===== config.mk =====
export PLATFORM = sky130hd
export DESIGN_NAME = ppc_pipe_phy_channel
export DESIGN_NICKNAME = d
export VERILOG_FILES = /design/src/rtl/ppc_pkg.sv /design/src/rtl/ppc_sym_if.sv /design/src/rtl/ppc_pipe_phy_channel.sv /design/src/rtl/ppc_sync_fsm.sv /design/src/rtl/ppc_rate_match.sv
export SDC_FILE = /design/constraint.sdc
export NUM_CORES = 1
export LEC_CHECK = 0
export BUFFER_PORTS_ARGS = -buffer_cell sky130_fd_sc_hd__clkbuf_2
export CAP_MARGIN = 30
export CORE_MARGIN = 5
export CORE_UTILIZATION = 25
export CTS_CLUSTER_DIAMETER = 80
export DETAILED_ROUTE_END_ITERATION = 6
export PLACE_DENSITY = 0.38
export SYNTH_ARGS = -nofsm -noshare
export SYNTH_HDL_FRONTEND = slang
export SYNTH_SLANG_ARGS = --single-unit

===== constraint.sdc =====
create_clock -name clock -period 3.91 [get_ports clock]
set_input_delay 0.782 -clock clock [delete_from_list [all_inputs] [get_ports clock]]
set_output_delay 0.782 -clock clock [all_outputs]
set_load 0.02 [all_outputs]

===== src/rtl/ppc_pkg.sv =====
package ppc_pkg;
  // Comma and skip code groups
  localparam logic [9:0] COMMA_NEG = 10'h0FA;
  localparam logic [9:0] COMMA_POS = 10'h305;
  localparam logic [8:0] SYM_COM = 9'h1BC;
  localparam logic [8:0] SYM_SKP = 9'h11C;
  localparam int SKP_MAX_RUN = 5;
  // Receive status codes
  localparam logic [2:0] ST_OK = 3'h0;
  localparam logic [2:0] ST_SKP_ADD = 3'h1;
  localparam logic [2:0] ST_SKP_DEL = 3'h2;
  localparam logic [2:0] ST_RX_FOUND = 3'h3;
  localparam logic [2:0] ST_DEC_ERR = 3'h4;
  // Power states
  localparam logic [1:0] PD_P0 = 2'h0;
  localparam logic [1:0] PD_P0S = 2'h1;
  localparam logic [1:0] PD_P1 = 2'h2;
  localparam logic [1:0] PD_P2 = 2'h3;
  // Line and compensation figures
  localparam int LINE_RATE_MBPS = 2500;
  localparam int PPM_EACH_SIDE = 300;
  localparam int RM_DEPTH = 8;
  // Synchronisation counts
  localparam int SYNC_ACQ_COMMAS = 4;
  localparam int SYNC_LOSS_ERRORS = 17;
  localparam int SYNC_GOOD_RUN = 16;
  // Timing
  localparam int CLK_PERIOD_PS = 4000;
  localparam int IDLE_MIN_NS = 20;
  localparam int IDLE_MIN_CYC = (IDLE_MIN_NS * 1000 + CLK_PERIOD_PS - 1) / CLK_PERIOD_PS;
  localparam int EIOS_IDLE_MAX_NS = 8;
  localparam int EIOS_IDLE_MAX_RAW = (EIOS_IDLE_MAX_NS * 1000) / CLK_PERIOD_PS;
  localparam int EIOS_IDLE_MAX_CYC = (EIOS_IDLE_MAX_RAW < 1) ? 1 : EIOS_IDLE_MAX_RAW;
  localparam int DETECT_LEAD_CYC = 10;
  // State types
  typedef enum logic {SYNC_LOST, SYNC_LOCK} ppc_sync_e;
  typedef enum logic [1:0] {DET_IDLE, DET_RUN, DET_WAIT_DROP} ppc_det_e;
endpackage


===== src/rtl/ppc_sym_if.sv =====
`timescale 1ns/1ps
`default_nettype none
interface ppc_sym_if;
  logic valid;
  logic [8:0] sym;
  logic err;
  logic added;
  logic removed;
  modport src(output valid, output sym, output err, output added, output removed);
  modport dst(input valid, input sym, input err, input added, input removed);
endinterface
`default_nettype wire


===== src/rtl/ppc_pipe_phy_channel.sv =====
`timescale 1ns/1ps
`default_nettype none
// Behaviour
// One, two or four lanes at 2.5 Gbps
// Hard block mode: 8-bit path, 250 MHz
// Soft mode 16/2 bits, hard mode 8/1
// Ports match PIPE 2.00 signal set
// Far side supplies MAC and upper layers
// Low power states only idle transmitter
// Far side tri-states output, supplies detection clock
// Idle request leads detect request by ten
// Detect done: PhyStatus, status 011 or 000
// Idle request holds transmitter idle
// Idle reached within 8 ns
// Idle lasts at least 20 ns
// RxElecIdle is inverted signal detect
// Four commas give lane lock
// Seventeen errors drop lock
// Sixteen good groups decrement error count
// Aligner matches 10-bit patterns only
// Rate match absorbs 300 ppm each side
// One SKP added or removed per set
// Skip set: comma plus 1 to 5 SKP
// Rate matching waits for lock
// Add and remove events reported in status
// Add 001, remove 010, alongside data
module ppc_pipe_phy_channel #(
  parameter int LANES = 1,
  parameter bit HARD_IP = 1'b0
) (
  // Clock and reset
  input wire logic clock,
  input wire logic reset,
  // Transmit from MAC
  input wire logic [LANES*(HARD_IP ? 8 : 16)-1:0] tx_data,
  input wire logic [LANES*(HARD_IP ? 1 : 2)-1:0] tx_data_k,
  input wire logic [LANES-1:0] tx_detect_rx_loopback,
  input wire logic [LANES-1:0] tx_elec_idle,
  input wire logic [LANES-1:0] tx_compliance,
  input wire logic [LANES-1:0] receive_polarity_invert,
  input wire logic [2*LANES-1:0] power_down,
  // Receive to MAC
  output logic [LANES*(HARD_IP ? 8 : 16)-1:0] rx_data,
  output logic [LANES*(HARD_IP ? 1 : 2)-1:0] rx_data_k,
  output logic [LANES-1:0] rx_valid,
  output logic [LANES-1:0] rx_word_strobe,
  output logic [LANES-1:0] phy_status,
  output logic [LANES-1:0] rx_elec_idle,
  output logic [3*LANES-1:0] rx_status,
  output logic tx_word_accept,
  // PMA receive
  input wire logic [10*LANES-1:0] pma_rx_code,
  input wire logic [9*LANES-1:0] pma_rx_sym,
  input wire logic [LANES-1:0] pma_rx_code_err,
  input wire logic [LANES-1:0] pma_rx_sym_en,
  input wire logic [LANES-1:0] pma_signal_detect,
  input wire logic [LANES-1:0] pma_detect_done,
  input wire logic [LANES-1:0] pma_detect_found,
  // PMA transmit
  output logic [9*LANES-1:0] pma_tx_sym,
  output logic [LANES-1:0] pma_tx_elec_idle,
  output logic [LANES-1:0] pma_tx_compliance,
  output logic [LANES-1:0] pma_polarity_invert,
  output logic [LANES-1:0] pma_detect_start,
  output logic [LANES-1:0] pma_loopback_en
);
  localparam int DW = HARD_IP ? 8 : 16;
  localparam int KW = DW / 8;
  localparam logic [2:0] IDLE_HOLD = 3'(ppc_pkg::IDLE_MIN_CYC - 1);
  localparam logic [3:0] LEAD = 4'(ppc_pkg::DETECT_LEAD_CYC);

  generate
    if (LANES != 1 && LANES != 2 && LANES != 4) begin : g_chk_lanes
      $error("Lane count must be 1, 2 or 4");
    end
    if (ppc_pkg::EIOS_IDLE_MAX_CYC < 1 || ppc_pkg::IDLE_MIN_CYC > 8) begin : g_chk_idle
      $error("Idle timing does not fit the idle counter");
    end
  endgenerate

  // Transmit word phase shared by all lanes
  logic tx_phase_ff;
  wire nxt_tx_phase = (KW == 2) ? !tx_phase_ff : 1'b0;

  always_ff @(posedge clock) begin
    if (reset) begin
      tx_phase_ff <= 1'b0;
      tx_word_accept <= 1'b0;
    end else begin
      tx_phase_ff <= nxt_tx_phase;
      tx_word_accept <= !nxt_tx_phase;
    end
  end

  genvar g;
  generate
    for (g = 0; g < LANES; g++) begin : g_lane
      ppc_sym_if sym_bus ();
      logic sync_ok;
      logic [8:0] tx_hold_ff;
      logic [2:0] idle_cnt_ff;
      logic [3:0] lead_cnt_ff;
      logic [1:0] pd_prev_ff;
      ppc_pkg::ppc_det_e det_ff;
      ppc_pkg::ppc_det_e nxt_det;
      logic slot_ff;
      logic [8:0] lo_ff;
      logic add_acc_ff;
      logic del_acc_ff;
      logic err_acc_ff;
      wire [1:0] pd = power_down[2*g +: 2];
      wire [8:0] tx_lo = {tx_data_k[g*KW], tx_data[g*DW +: 8]};
      wire [8:0] tx_hi = {tx_data_k[g*KW+KW-1], tx_data[g*DW+DW-8 +: 8]};
      wire want_idle = tx_elec_idle[g] || (pd != ppc_pkg::PD_P0);
      wire idle_hold = pma_tx_elec_idle[g] && (idle_cnt_ff < IDLE_HOLD);
      wire det_go = tx_detect_rx_loopback[g] && (pd == ppc_pkg::PD_P1) && (lead_cnt_ff == LEAD);
      wire det_finish = (det_ff == ppc_pkg::DET_RUN) && pma_detect_done[g];
      wire pd_change = (pd != pd_prev_ff);
      wire emit = sym_bus.valid && ((KW == 1) || slot_ff);
      wire any_add = add_acc_ff || sym_bus.added;
      wire any_del = del_acc_ff || sym_bus.removed;
      wire any_err = err_acc_ff || sym_bus.err;
      wire [2:0] word_status = any_del ? ppc_pkg::ST_SKP_DEL :
                               (any_add ? ppc_pkg::ST_SKP_ADD :
                               (any_err ? ppc_pkg::ST_DEC_ERR : ppc_pkg::ST_OK));
      wire [2:0] det_status = pma_detect_found[g] ? ppc_pkg::ST_RX_FOUND : ppc_pkg::ST_OK;
      wire [DW-1:0] word_data;
      wire [KW-1:0] word_k;

      if (KW == 2) begin : g_wide
        assign word_data = {sym_bus.sym[7:0], lo_ff[7:0]};
        assign word_k = {sym_bus.sym[8], lo_ff[8]};
      end else begin : g_narrow
        assign word_data = sym_bus.sym[7:0];
        assign word_k = sym_bus.sym[8];
      end

      ppc_sync_fsm u_sync (
        .clock(clock),
        .reset(reset),
        .in_en(pma_rx_sym_en[g]),
        .in_code(pma_rx_code[10*g +: 10]),
        .in_err(pma_rx_code_err[g]),
        .sync_ok(sync_ok)
      );

      ppc_rate_match #(.DEPTH(ppc_pkg::RM_DEPTH)) u_rm (
        .clock(clock),
        .reset(reset),
        .in_en(pma_rx_sym_en[g]),
        .in_sym(pma_rx_sym[9*g +: 9]),
        .in_err(pma_rx_code_err[g]),
        .sync_ok(sync_ok),
        .out(sym_bus.src)
      );

      // Detect sequencing
      always_comb begin
        nxt_det = det_ff;
        case (det_ff)
          ppc_pkg::DET_IDLE: nxt_det = det_go ? ppc_pkg::DET_RUN : ppc_pkg::DET_IDLE;
          ppc_pkg::DET_RUN: nxt_det = pma_detect_done[g] ? ppc_pkg::DET_WAIT_DROP : ppc_pkg::DET_RUN;
          ppc_pkg::DET_WAIT_DROP: nxt_det = tx_detect_rx_loopback[g] ? ppc_pkg::DET_WAIT_DROP : ppc_pkg::DET_IDLE;
          default: nxt_det = ppc_pkg::DET_IDLE;
        endcase
      end

      // Transmit side
      always_ff @(posedge clock) begin
        if (reset) begin
          tx_hold_ff <= 9'h000;
          pma_tx_sym[9*g +: 9] <= 9'h000;
          pma_tx_elec_idle[g] <= 1'b1;
          idle_cnt_ff <= 3'h0;
          lead_cnt_ff <= 4'h0;
          pma_tx_compliance[g] <= 1'b0;
          pma_polarity_invert[g] <= 1'b0;
          pma_loopback_en[g] <= 1'b0;
        end else begin
          if (!tx_phase_ff) begin
            tx_hold_ff <= tx_hi;
          end
          pma_tx_sym[9*g +: 9] <= tx_phase_ff ? tx_hold_ff : tx_lo;
          pma_tx_elec_idle[g] <= want_idle || idle_hold;
          idle_cnt_ff <= !pma_tx_elec_idle[g] ? 3'h0 : (idle_hold ? idle_cnt_ff + 3'h1 : idle_cnt_ff);
          lead_cnt_ff <= !tx_elec_idle[g] ? 4'h0 : ((lead_cnt_ff == LEAD) ? LEAD : lead_cnt_ff + 4'h1);
          pma_tx_compliance[g] <= tx_compliance[g];
          pma_polarity_invert[g] <= receive_polarity_invert[g];
          pma_loopback_en[g] <= tx_detect_rx_loopback[g] && (pd == ppc_pkg::PD_P0) && !tx_elec_idle[g];
        end
      end

      // Detect and power state reporting
      always_ff @(posedge clock) begin
        if (reset) begin
          det_ff <= ppc_pkg::DET_IDLE;
          pma_detect_start[g] <= 1'b0;
          pd_prev_ff <= ppc_pkg::PD_P0;
          phy_status[g] <= 1'b0;
        end else begin
          det_ff <= nxt_det;
          pma_detect_start[g] <= (nxt_det == ppc_pkg::DET_RUN);
          pd_prev_ff <= pd;
          phy_status[g] <= det_finish || pd_change;
        end
      end

      // Receive word assembly
      always_ff @(posedge clock) begin
        if (reset) begin
          slot_ff <= 1'b0;
          lo_ff <= 9'h000;
          add_acc_ff <= 1'b0;
          del_acc_ff <= 1'b0;
          err_acc_ff <= 1'b0;
          rx_data[g*DW +: DW] <= '0;
          rx_data_k[g*KW +: KW] <= '0;
          rx_status[3*g +: 3] <= ppc_pkg::ST_OK;
          rx_word_strobe[g] <= 1'b0;
          rx_valid[g] <= 1'b0;
          rx_elec_idle[g] <= 1'b1;
        end else begin
          rx_valid[g] <= sync_ok;
          rx_elec_idle[g] <= !pma_signal_detect[g];
          rx_word_strobe[g] <= emit;
          if (sym_bus.valid && !emit) begin
            slot_ff <= 1'b1;
            lo_ff <= sym_bus.sym;
            add_acc_ff <= sym_bus.added;
            del_acc_ff <= sym_bus.removed;
            err_acc_ff <= sym_bus.err;
          end else if (emit) begin
            slot_ff <= 1'b0;
            add_acc_ff <= 1'b0;
            del_acc_ff <= 1'b0;
            err_acc_ff <= 1'b0;
            rx_data[g*DW +: DW] <= word_data;
            rx_data_k[g*KW +: KW] <= word_k;
          end
          if (det_finish) begin
            rx_status[3*g +: 3] <= det_status;
          end else if (emit) begin
            rx_status[3*g +: 3] <= word_status;
          end
        end
      end
    end
  endgenerate
endmodule
`default_nettype wire


===== src/rtl/ppc_sync_fsm.sv =====
`timescale 1ns/1ps
`default_nettype none
module ppc_sync_fsm (
  // Clock and reset
  input wire logic clock,
  input wire logic reset,
  // Code groups
  input wire logic in_en,
  input wire logic [9:0] in_code,
  input wire logic in_err,
  // Lock
  output logic sync_ok
);
  ppc_pkg::ppc_sync_e state_ff;
  logic [4:0] comma_cnt_ff;
  logic [4:0] err_cnt_ff;
  logic [4:0] good_cnt_ff;

  wire is_comma = (in_code == ppc_pkg::COMMA_NEG) || (in_code == ppc_pkg::COMMA_POS);
  wire acq_done = is_comma && !in_err && (comma_cnt_ff == 5'(ppc_pkg::SYNC_ACQ_COMMAS - 1));
  wire err_lost = in_err && (err_cnt_ff == 5'(ppc_pkg::SYNC_LOSS_ERRORS - 1));
  wire good_run = !in_err && (good_cnt_ff == 5'(ppc_pkg::SYNC_GOOD_RUN - 1));

  assign sync_ok = (state_ff == ppc_pkg::SYNC_LOCK);

  always_ff @(posedge clock) begin
    if (reset) begin
      state_ff <= ppc_pkg::SYNC_LOST;
      comma_cnt_ff <= 5'h00;
      err_cnt_ff <= 5'h00;
      good_cnt_ff <= 5'h00;
    end else if (in_en) begin
      case (state_ff)
        ppc_pkg::SYNC_LOST: begin
          err_cnt_ff <= 5'h00;
          good_cnt_ff <= 5'h00;
          if (in_err) begin
            comma_cnt_ff <= 5'h00;
          end else if (acq_done) begin
            comma_cnt_ff <= 5'h00;
            state_ff <= ppc_pkg::SYNC_LOCK;
          end else if (is_comma) begin
            comma_cnt_ff <= comma_cnt_ff + 5'h01;
          end
        end
        ppc_pkg::SYNC_LOCK: begin
          if (err_lost) begin
            state_ff <= ppc_pkg::SYNC_LOST;
          end else if (in_err) begin
            err_cnt_ff <= err_cnt_ff + 5'h01;
            good_cnt_ff <= 5'h00;
          end else if (good_run) begin
            good_cnt_ff <= 5'h00;
            if (err_cnt_ff != 5'h00) begin
              err_cnt_ff <= err_cnt_ff - 5'h01;
            end
          end else begin
            good_cnt_ff <= good_cnt_ff + 5'h01;
          end
        end
        default: state_ff <= ppc_pkg::SYNC_LOST;
      endcase
    end
  end
endmodule
`default_nettype wire


===== src/rtl/ppc_rate_match.sv =====
`timescale 1ns/1ps
`default_nettype none
module ppc_rate_match #(
  parameter int DEPTH = ppc_pkg::RM_DEPTH
) (
  // Clock and reset
  input wire logic clock,
  input wire logic reset,
  // Decoded symbols in
  input wire logic in_en,
  input wire logic [8:0] in_sym,
  input wire logic in_err,
  input wire logic sync_ok,
  // Symbols out
  ppc_sym_if.src out
);
  localparam int AW = $clog2(DEPTH);
  localparam logic [AW:0] LVL_HI = (AW + 1)'(DEPTH / 2 + 1);
  localparam logic [AW:0] LVL_LO = (AW + 1)'(DEPTH / 2 - 1);
  localparam logic [AW:0] LVL_FULL = (AW + 1)'(DEPTH);

  generate
    if (DEPTH < 4 || (DEPTH & (DEPTH - 1)) != 0) begin : g_chk
      $error("Rate match depth must be a power of two of at least 4");
    end
  endgenerate

  // SKP inside an ordered set, one to five after the comma
  function automatic logic skp_in_os(input logic [8:0] s, input logic os, input logic [2:0] run);
    skp_in_os = (s == ppc_pkg::SYM_SKP) && os && (run < 3'(ppc_pkg::SKP_MAX_RUN));
  endfunction

  logic [10:0] mem_ff [DEPTH];
  logic [AW-1:0] wr_ptr_ff;
  logic [AW-1:0] rd_ptr_ff;
  logic [AW:0] cnt_ff;
  logic wr_os_ff;
  logic rd_os_ff;
  logic [2:0] wr_run_ff;
  logic [2:0] rd_run_ff;
  logic del_done_ff;
  logic ins_done_ff;
  logic del_pend_ff;

  wire [10:0] head = mem_ff[rd_ptr_ff];
  wire empty = (cnt_ff == '0);
  wire full = (cnt_ff == LVL_FULL);
  wire w_match = skp_in_os(in_sym, wr_os_ff, wr_run_ff);
  wire r_match = skp_in_os(head[8:0], rd_os_ff, rd_run_ff);
  wire w_com = (in_sym == ppc_pkg::SYM_COM);
  wire r_com = (head[8:0] == ppc_pkg::SYM_COM);
  wire drop = in_en && sync_ok && w_match && !del_done_ff && (cnt_ff > LVL_HI);
  wire push = in_en && !drop && !full;
  wire rep = !empty && sync_ok && r_match && !ins_done_ff && (cnt_ff < LVL_LO);
  wire pop = !empty && !rep;
  wire [AW:0] nxt_cnt = cnt_ff + (AW + 1)'(push) - (AW + 1)'(pop);

  always_ff @(posedge clock) begin
    if (push) begin
      mem_ff[wr_ptr_ff] <= {in_err, del_pend_ff, in_sym};
    end
  end

  always_ff @(posedge clock) begin
    if (reset) begin
      wr_ptr_ff <= '0;
      rd_ptr_ff <= '0;
      cnt_ff <= '0;
    end else begin
      wr_ptr_ff <= wr_ptr_ff + AW'(push);
      rd_ptr_ff <= rd_ptr_ff + AW'(pop);
      cnt_ff <= nxt_cnt;
    end
  end

  // Ordered set tracking on write side
  always_ff @(posedge clock) begin
    if (reset) begin
      wr_os_ff <= 1'b0;
      wr_run_ff <= 3'h0;
      del_done_ff <= 1'b0;
      del_pend_ff <= 1'b0;
    end else begin
      if (in_en) begin
        wr_os_ff <= w_com || w_match;
        wr_run_ff <= w_com ? 3'h0 : (w_match ? wr_run_ff + 3'h1 : 3'h0);
        del_done_ff <= w_com ? 1'b0 : (drop || del_done_ff);
      end
      if (drop) begin
        del_pend_ff <= 1'b1;
      end else if (push) begin
        del_pend_ff <= 1'b0;
      end
    end
  end

  // Ordered set tracking on read side
  always_ff @(posedge clock) begin
    if (reset) begin
      rd_os_ff <= 1'b0;
      rd_run_ff <= 3'h0;
      ins_done_ff <= 1'b0;
    end else if (pop) begin
      rd_os_ff <= r_com || r_match;
      rd_run_ff <= r_com ? 3'h0 : (r_match ? rd_run_ff + 3'h1 : 3'h0);
      ins_done_ff <= r_com ? 1'b0 : ins_done_ff;
    end else if (rep) begin
      ins_done_ff <= 1'b1;
    end
  end

  always_ff @(posedge clock) begin
    if (reset) begin
      out.valid <= 1'b0;
      out.sym <= 9'h000;
      out.err <= 1'b0;
      out.added <= 1'b0;
      out.removed <= 1'b0;
    end else begin
      out.valid <= !empty;
      out.sym <= head[8:0];
      out.err <= head[10] && pop;
      out.added <= rep;
      out.removed <= head[9] && pop;
    end
  end
endmodule
`default_nettype wire


==> results of run 1 <==
cell usage after synthesis, drive strengths merged (2+ instances only):
cell type  count  area share
dfxtp        124        0.29
nand2         94       0.042
edfxtp        88        0.31
a21oi         74       0.044
nor2          54       0.024
nand2b        31       0.023
clkbuf        23       0.011
ha            22       0.033
nor2b         21       0.016
mux4          18       0.049
inv           17      0.0076
mux2i         17       0.020
o21ai         13      0.0077
buf            8      0.0062
nand3b         8      0.0071
nor3           8      0.0053
xnor2          8      0.0083
and3           7      0.0052
xor2           7      0.0073
nand3          6      0.0041
mux2           5      0.0071
nor3b          5      0.0044
a31oi          4      0.0030
nand4          4      0.0030
nor4           4      0.0030
o21a           4      0.0036
or3            4      0.0030
a22oi          3      0.0027
and2           3      0.0022
o211ai         3      0.0027
or4            3      0.0027
a211oi         2      0.0024
a21o           2      0.0018
a2bb2oi        2      0.0028
fa             2      0.0047
nor4bb         2      0.0024
o31ai          2      0.0018
path summary, 6_finish.rpt:
path,startpoint,end,slack (ns),cells after the start
worst max-delay path,g_lane[0].u_rm.rd_ptr_ff[1]$_SDFF_PP0_,g_lane[0].u_rm.cnt_ff[2]$_SDFF_PP0_,0.48,13
worst min-delay path,pma_signal_detect,rx_elec_idle$_SDFF_PP1_,0.44,2
worst max register to register,g_lane[0].u_rm.rd_ptr_ff[1]$_SDFF_PP0_,g_lane[0].u_rm.cnt_ff[2]$_SDFF_PP0_,0.48,13
worst min register to register,g_lane[0].u_rm.out.sym[1]$_SDFF_PP0_,rx_data[9]$_SDFFE_PP0P_,0.45,2
kinds of logic after synthesis:
kind of cell               synth area share
muxes                                0.0766
buffers and inverters                0.0244
and+or+nand+nor                       0.152
adders and majority gates            0.0373
AOI/OAI and AO/OA                    0.0877
xor gates and xnor gates             0.0155
DFF                                   0.607
sequential cells by signal, summed over array words and instances, names as in the netlist, 2 cells and up:
name and cells:
rx_data 16, g_lane.u_sync.good_cnt_ff 5, g_lane.u_rm.cnt_ff 4, g_lane.u_rm.out.sym 9, g_lane.u_rm.wr_ptr_ff 3, g_lane.u_rm.wr_run_ff 3
rx_status 3, g_lane.u_rm.mem_ff 88, pma_tx_sym 9, g_lane.idle_cnt_ff 3, g_lane.u_rm.rd_run_ff 3, rx_data_k 2
g_lane.u_sync.err_cnt_ff 5, g_lane.lo_ff 9, g_lane.u_rm.rd_ptr_ff 3, g_lane.pd_prev_ff 2, g_lane.u_sync.comma_cnt_ff 5, g_lane.lead_cnt_ff 4
g_lane.tx_hold_ff 9, g_lane.det_ff 2
power groups by stage:
stage / clock [mW] / sequential, mW / combinational, mW
3_5_place_dp: 0 / 2.70 / 1.19
6_report: 2.47 / 2.64 / 1.17
2_1_floorplan: 0 / 2.64 / 0.894
4_1_cts: 2.56 / 2.65 / 1.20
5_1_grt: 2.65 / 2.67 / 1.31
3_3_place_gp: 0 / 2.70 / 1.20
area by class of cell:
class	instances	area [um2]
Tap cell	448	561
Inverter	17	63.8
Sequential cell	212	5120
Multi-Input combinational cell	458	3130
Timing Repair Buffer	107	608
Clock inverter	13	200
Fill cell	3390	23100
Clock buffer	31	678
per-stage QoR:
step / hold slack [ns] / power [mW]
3_5_place_dp: 0.447 / 3.89
3_3_place_gp: 0.441 / 3.90
5_1_grt: 0.434 / 6.64
6_report: 0.442 / 6.29
4_1_cts: 0.405 / 6.41
2_1_floorplan: 0.432 / 3.54
critical path, stage by stage, from the launching register on:
cell       delay [ns]
dfxtp_1          0.61
buf_12           0.23
mux2_4           0.32
a2bb2oi_2        0.15
a2111oi_2        0.33
o211a_4          0.28
a31oi_1          0.18
ha_1             0.35
inv_1            0.06
ha_1             0.16
inv_1            0.06
fa_1             0.37
xor2_1           0.14
nor2_1           0.05
routing by layer:
metal,global-route usage,wire (um),vias up
li1,-,-,2769
met1,0.143,9740,2633
met2,0.161,8900,89
met3,0.0186,786,22
met4,0.0315,375,0
met5,0,0,-
cells in the final DEF (no fill, tap or decap), types with 5 or more instances in the layout:
cell       Yosys  layout
dfxtp_1      124     124
nand2_1       94      94
edfxtp_1      88      88
clkbuf_2       0      88
a21oi_1       74      74
nor2_1        54      54
nand2b_1      31      31
clkbuf_16      0      25
ha_1          22      22
nor2b_1       21      21
mux2i_1       17      17
buf_4          0      17
inv_1         16      16
mux4_2        15      15
o21ai_0       10      10
nand3b_1       8       8
xnor2_1        8       8
and3_1         7       7
xor2_1         7       7
nor3b_1        5       5
nand3_1        5       5
nor3_1         7       5
bufinv_16      0       5
==> results.toml, run 1 <==
[run_status]
status = "completed"

[routing]
wire_per_inst_um = 15.4
drt_iter0_drc = 271
ant_nets = 0
vias = 5513
drc = 0
vias_per_cell = 4.29
wl_um = 19800
firstDrtPassIters = 4

[timing]
tns_ns = 0
fin_crit_sh = 0.877
fin_ws_ns = 0.482
slew_headroom = 0.442
drv_slew = 0
fin_skew_ns = 0.0114
rsz0062_at_grt = "no"
clock.fmax_mhz = 292
setup_violations = 0
period_needed_ns = 3.43
hold_violations = 0
tightest_slew_ns = 0.835

[setup_path]
endpoint_kind = "flop"
cp.required_ns = 4.30
critPathKind = "reg -> reg"
cp-start-kind = "flop"
crit_fanout = 15
cp.arrival_ns = 3.82

[power_and_ir_drop]
switchingPower_mw = 1.68
leakagePower_nw = 3.80
netSwitchingFraction = 0.267
p_int_mw = 4.60
p_per_area_mw_per_mm2 = 607
pwr-share-clk = 0.394
ir_drop_uv = 226
p_seq_frac = 0.421
combPwrFrac = 0.186

[placement]
routabilityCongestion = 0.733
pre_cts_slack_ns = 0.470
place_area_mm2 = 0.00949
io_buffer_count = 89
hpwl_um = 13300
dp.cells = 1242

[cells_and_area]
n_antenna_cell = 0
layout.nets = 894
design_area_mm2 = 0.0104
final_util = 0.310
areaGrowthSynthToFinish_pct = 22.7
post_route_cells_drive_above_1_share = 0.217
post_layout_nonfiller_instances = 1286

[clock_network]
root_buffer = "clkbuf_16"
htreeDepth = 1
cts.repair.resized = 0
path_clk_slew_ns = 0.06
insertion_delay_ns = 0.51
cts_tree = "done"
cts_setup_buffers = 0
cts.sinks = 212
cts_hold_buf = 0
cts_buffers = 24
cts.path.max_buffers = 3

[global_routing]
overflow = 0
track_usage = 0.102
grt_max_degree = 57
antenna_found_initial = 0
grt_pass1_vias = 5587
grt_first_pass_wirelength_um = 31600

[floorplan]
die_area_mm2 = 0.0376
start_util = 0.253
io_pins = 90
coreArea_mm2 = 0.0334
die_h_um = 194
die_w_um = 194
core.rowCount = 67

[synthesis]
yosysUniqueCellTypes = 65
yosys_warnings = 0
yosysSeqAreaShare = 0.607
ys_seq_elements = 212
ys.flop_type = "dfxtp_1"
synth_nets = 792
netlist_area_mm2 = 0.00845
synth.avg_cell_area_um2 = 11.8
synth_edf_count = 88
postSynth.asyncResetShare = 0
syn_inst = 718

[job]
cap_violations = 0

[hold_path]
hold_class = "in -> reg"
Power figures use the tool's default switching activity.
==> run 2: changes to the inputs <==
--- a/config.mk
+++ b/config.mk
@@ -7,11 +7,13 @@
 export LEC_CHECK = 0
 export BUFFER_PORTS_ARGS = -buffer_cell sky130_fd_sc_hd__clkbuf_2
 export CAP_MARGIN = 30
+export CELL_PAD_IN_SITES_DETAIL_PLACEMENT = 0
+export CELL_PAD_IN_SITES_GLOBAL_PLACEMENT = 1
 export CORE_MARGIN = 5
 export CORE_UTILIZATION = 25
 export CTS_CLUSTER_DIAMETER = 80
 export DETAILED_ROUTE_END_ITERATION = 6
-export PLACE_DENSITY = 0.38
+export PLACE_DENSITY = 0.44
 export SYNTH_ARGS = -nofsm -noshare
 export SYNTH_HDL_FRONTEND = slang
 export SYNTH_SLANG_ARGS = --single-unit
==> results.toml, run 2 (same netlist as run 1, synthesis figures left out) <==
[run_status]
status = "completed"

[setup_path]
cp.required_ns = 4.28
critPathKind = "reg -> reg"
r2r_slack_ns = 0.45
endpoint_kind = "flop"
cp.arrival_ns = 3.83
reg2reg_to = "g_lane[0].u_rm.cnt_ff[2]$_SDFF_PP0_"
timing.rr.start = "g_lane[0].u_rm.rd_ptr_ff[0]$_SDFF_PP0_"
cp-start-kind = "flop"
r2r_cells = 12
crit_fanout = 9

[power_and_ir_drop]
leakagePower_nw = 3.76
ir_drop_uv = 277
p_per_area_mw_per_mm2 = 605

[timing]
rsz0062_at_grt = "no"
clock.fmax_mhz = 289
period_needed_ns = 3.46
hold_violations = 0
setup_violations = 0
drv_slew = 0
slew_headroom = 0.414
tightest_slew_ns = 0.879
fin_skew_ns = 0.0156
tns_ns = 0
fin_ws_ns = 0.445
fin_crit_sh = 0.886

[cells_and_area]
reg_top3 = "g_lane.u_rm.mem_ff: 88 flops, rx_data: 16 flops"
largest_reg_flops = 88
post_layout_nonfiller_instances = 1283
layout.nets = 892
layout_common_cells = "124 x dfxtp_1, 94 x nand2_1, 88 x edfxtp_1, 88 x clkbuf_2, 74 x a21oi_1"
final_common_cell = "dfxtp_1"
areaGrowthSynthToFinish_pct = 21.9
n_antenna_cell = 0
top_register = "g_lane.u_rm.mem_ff"
post_route_cells_drive_above_1_share = 0.206

[routing]
wl_um = 19600
vias = 5559
wire_per_inst_um = 15.2
ant_nets = 0
drt_iter0_drc = 247
vias_per_cell = 4.33
firstDrtPassIters = 4
drc = 0

[placement]
io_buffer_count = 89
routabilityCongestion = 0.743
hpwl_um = 13400
dp.cells = 1239
pre_cts_slack_ns = 0.395

[floorplan]
core.rowCount = 67
die_h_um = 194
die_area_mm2 = 0.0376
start_util = 0.253
die_w_um = 194
io_pins = 90
coreArea_mm2 = 0.0334

[global_routing]
antenna_found_initial = 0
overflow = 0
grt_max_degree = 78
grt_first_pass_wirelength_um = 31700
grt_pass1_vias = 5739
track_usage = 0.102

[clock_network]
cts.path.max_buffers = 3
htreeDepth = 1
path_clk_slew_ns = 0.06
root_buffer = "clkbuf_16"
cts_setup_buffers = 0
cts_tree = "done"
cts_buffers = 25
cts_hold_buf = 0
insertion_delay_ns = 0.52
cts.sinks = 212
cts.repair.resized = 0

[job]
cap_violations = 0

[hold_path]
hold_class = "in -> reg"
hold_end = "rx_elec_idle$_SDFF_PP1_"
min_path_cells = 2
min_from = "pma_signal_detect"
run 2: cell count changes in the layout (fill, tap and decap cells not counted), sizes merged:
cell      before  now
buf           19   16
bufinv         5    4
clkbuf       119  122
clkinv         4    5
clkinvlp       2    0
inv           19   18
run 2: worst max-delay path by stage:
stage | from | end | depth (start not counted)
after detailed placement | g_lane[0].u_rm.rd_ptr_ff[0]$_SDFF_PP0_ | g_lane[0].u_rm.cnt_ff[2]$_SDFF_PP0_ | 12
final | g_lane[0].u_rm.rd_ptr_ff[0]$_SDFF_PP0_ | g_lane[0].u_rm.cnt_ff[2]$_SDFF_PP0_ | 12
after CTS | g_lane[0].u_rm.rd_ptr_ff[0]$_SDFF_PP0_ | g_lane[0].u_rm.cnt_ff[2]$_SDFF_PP0_ | 12
after floorplan | g_lane[0].u_rm.rd_ptr_ff[1]$_SDFF_PP0_ | g_lane[0].u_rm.cnt_ff[2]$_SDFF_PP0_ | 14
after global routing | g_lane[0].u_rm.rd_ptr_ff[0]$_SDFF_PP0_ | g_lane[0].u_rm.cnt_ff[2]$_SDFF_PP0_ | 13
after global placement | g_lane[0].u_rm.rd_ptr_ff[0]$_SDFF_PP0_ | g_lane[0].u_rm.cnt_ff[2]$_SDFF_PP0_ | 12
run 2: per-stage QoR:
stage / hold WS (ns) / util / instance area [um2] / total power [mW]
global placement: 0.443 / 0.282 / 9440 / 3.86
detailed placement: 0.453 / 0.282 / 9440 / 3.88
floorplan: 0.432 / - / 8450 / 3.54
CTS: 0.407 / 0.308 / 10300 / 6.35
finish: 0.436 / 0.308 / 10300 / 6.23
global route: 0.410 / 0.308 / 10300 / 6.58
run 2: cell type report:
type                            count  area [um2]
Clock buffer                       34         711
Tap cell                          448         561
Clock inverter                     10         149
Sequential cell                   212        5120
Timing Repair Buffer              104         573
Multi-Input combinational cell    458        3120
Inverter                           17        63.8
Fill cell                        3410       23100
run 2: per-layer routing:
layer  up-vias  share of wire  track usage
li1       2765              -            -
met4         0          0.016       0.0247
met3        26          0.049       0.0215
met5         -              0            0
met1      2661           0.46        0.135
met2       107           0.47        0.173
run 2: power breakdown:
group | internal [mW] | switching [mW]
registers | 2.50 | 0.140
logic | 0.535 | 0.636
clock network | 1.53 | 0.889
run 2: worst max-delay path: stages (launching register included):
cell and delay, ns:
dfxtp_1 0.66, buf_4 0.27, mux4_2 0.51, mux2i_1 0.27, o211a_4 0.28, a31oi_1 0.16, ha_1 0.34, inv_1 0.06
ha_1 0.15, inv_1 0.06, fa_1 0.37, xor2_1 0.13, nor2_1 0.05
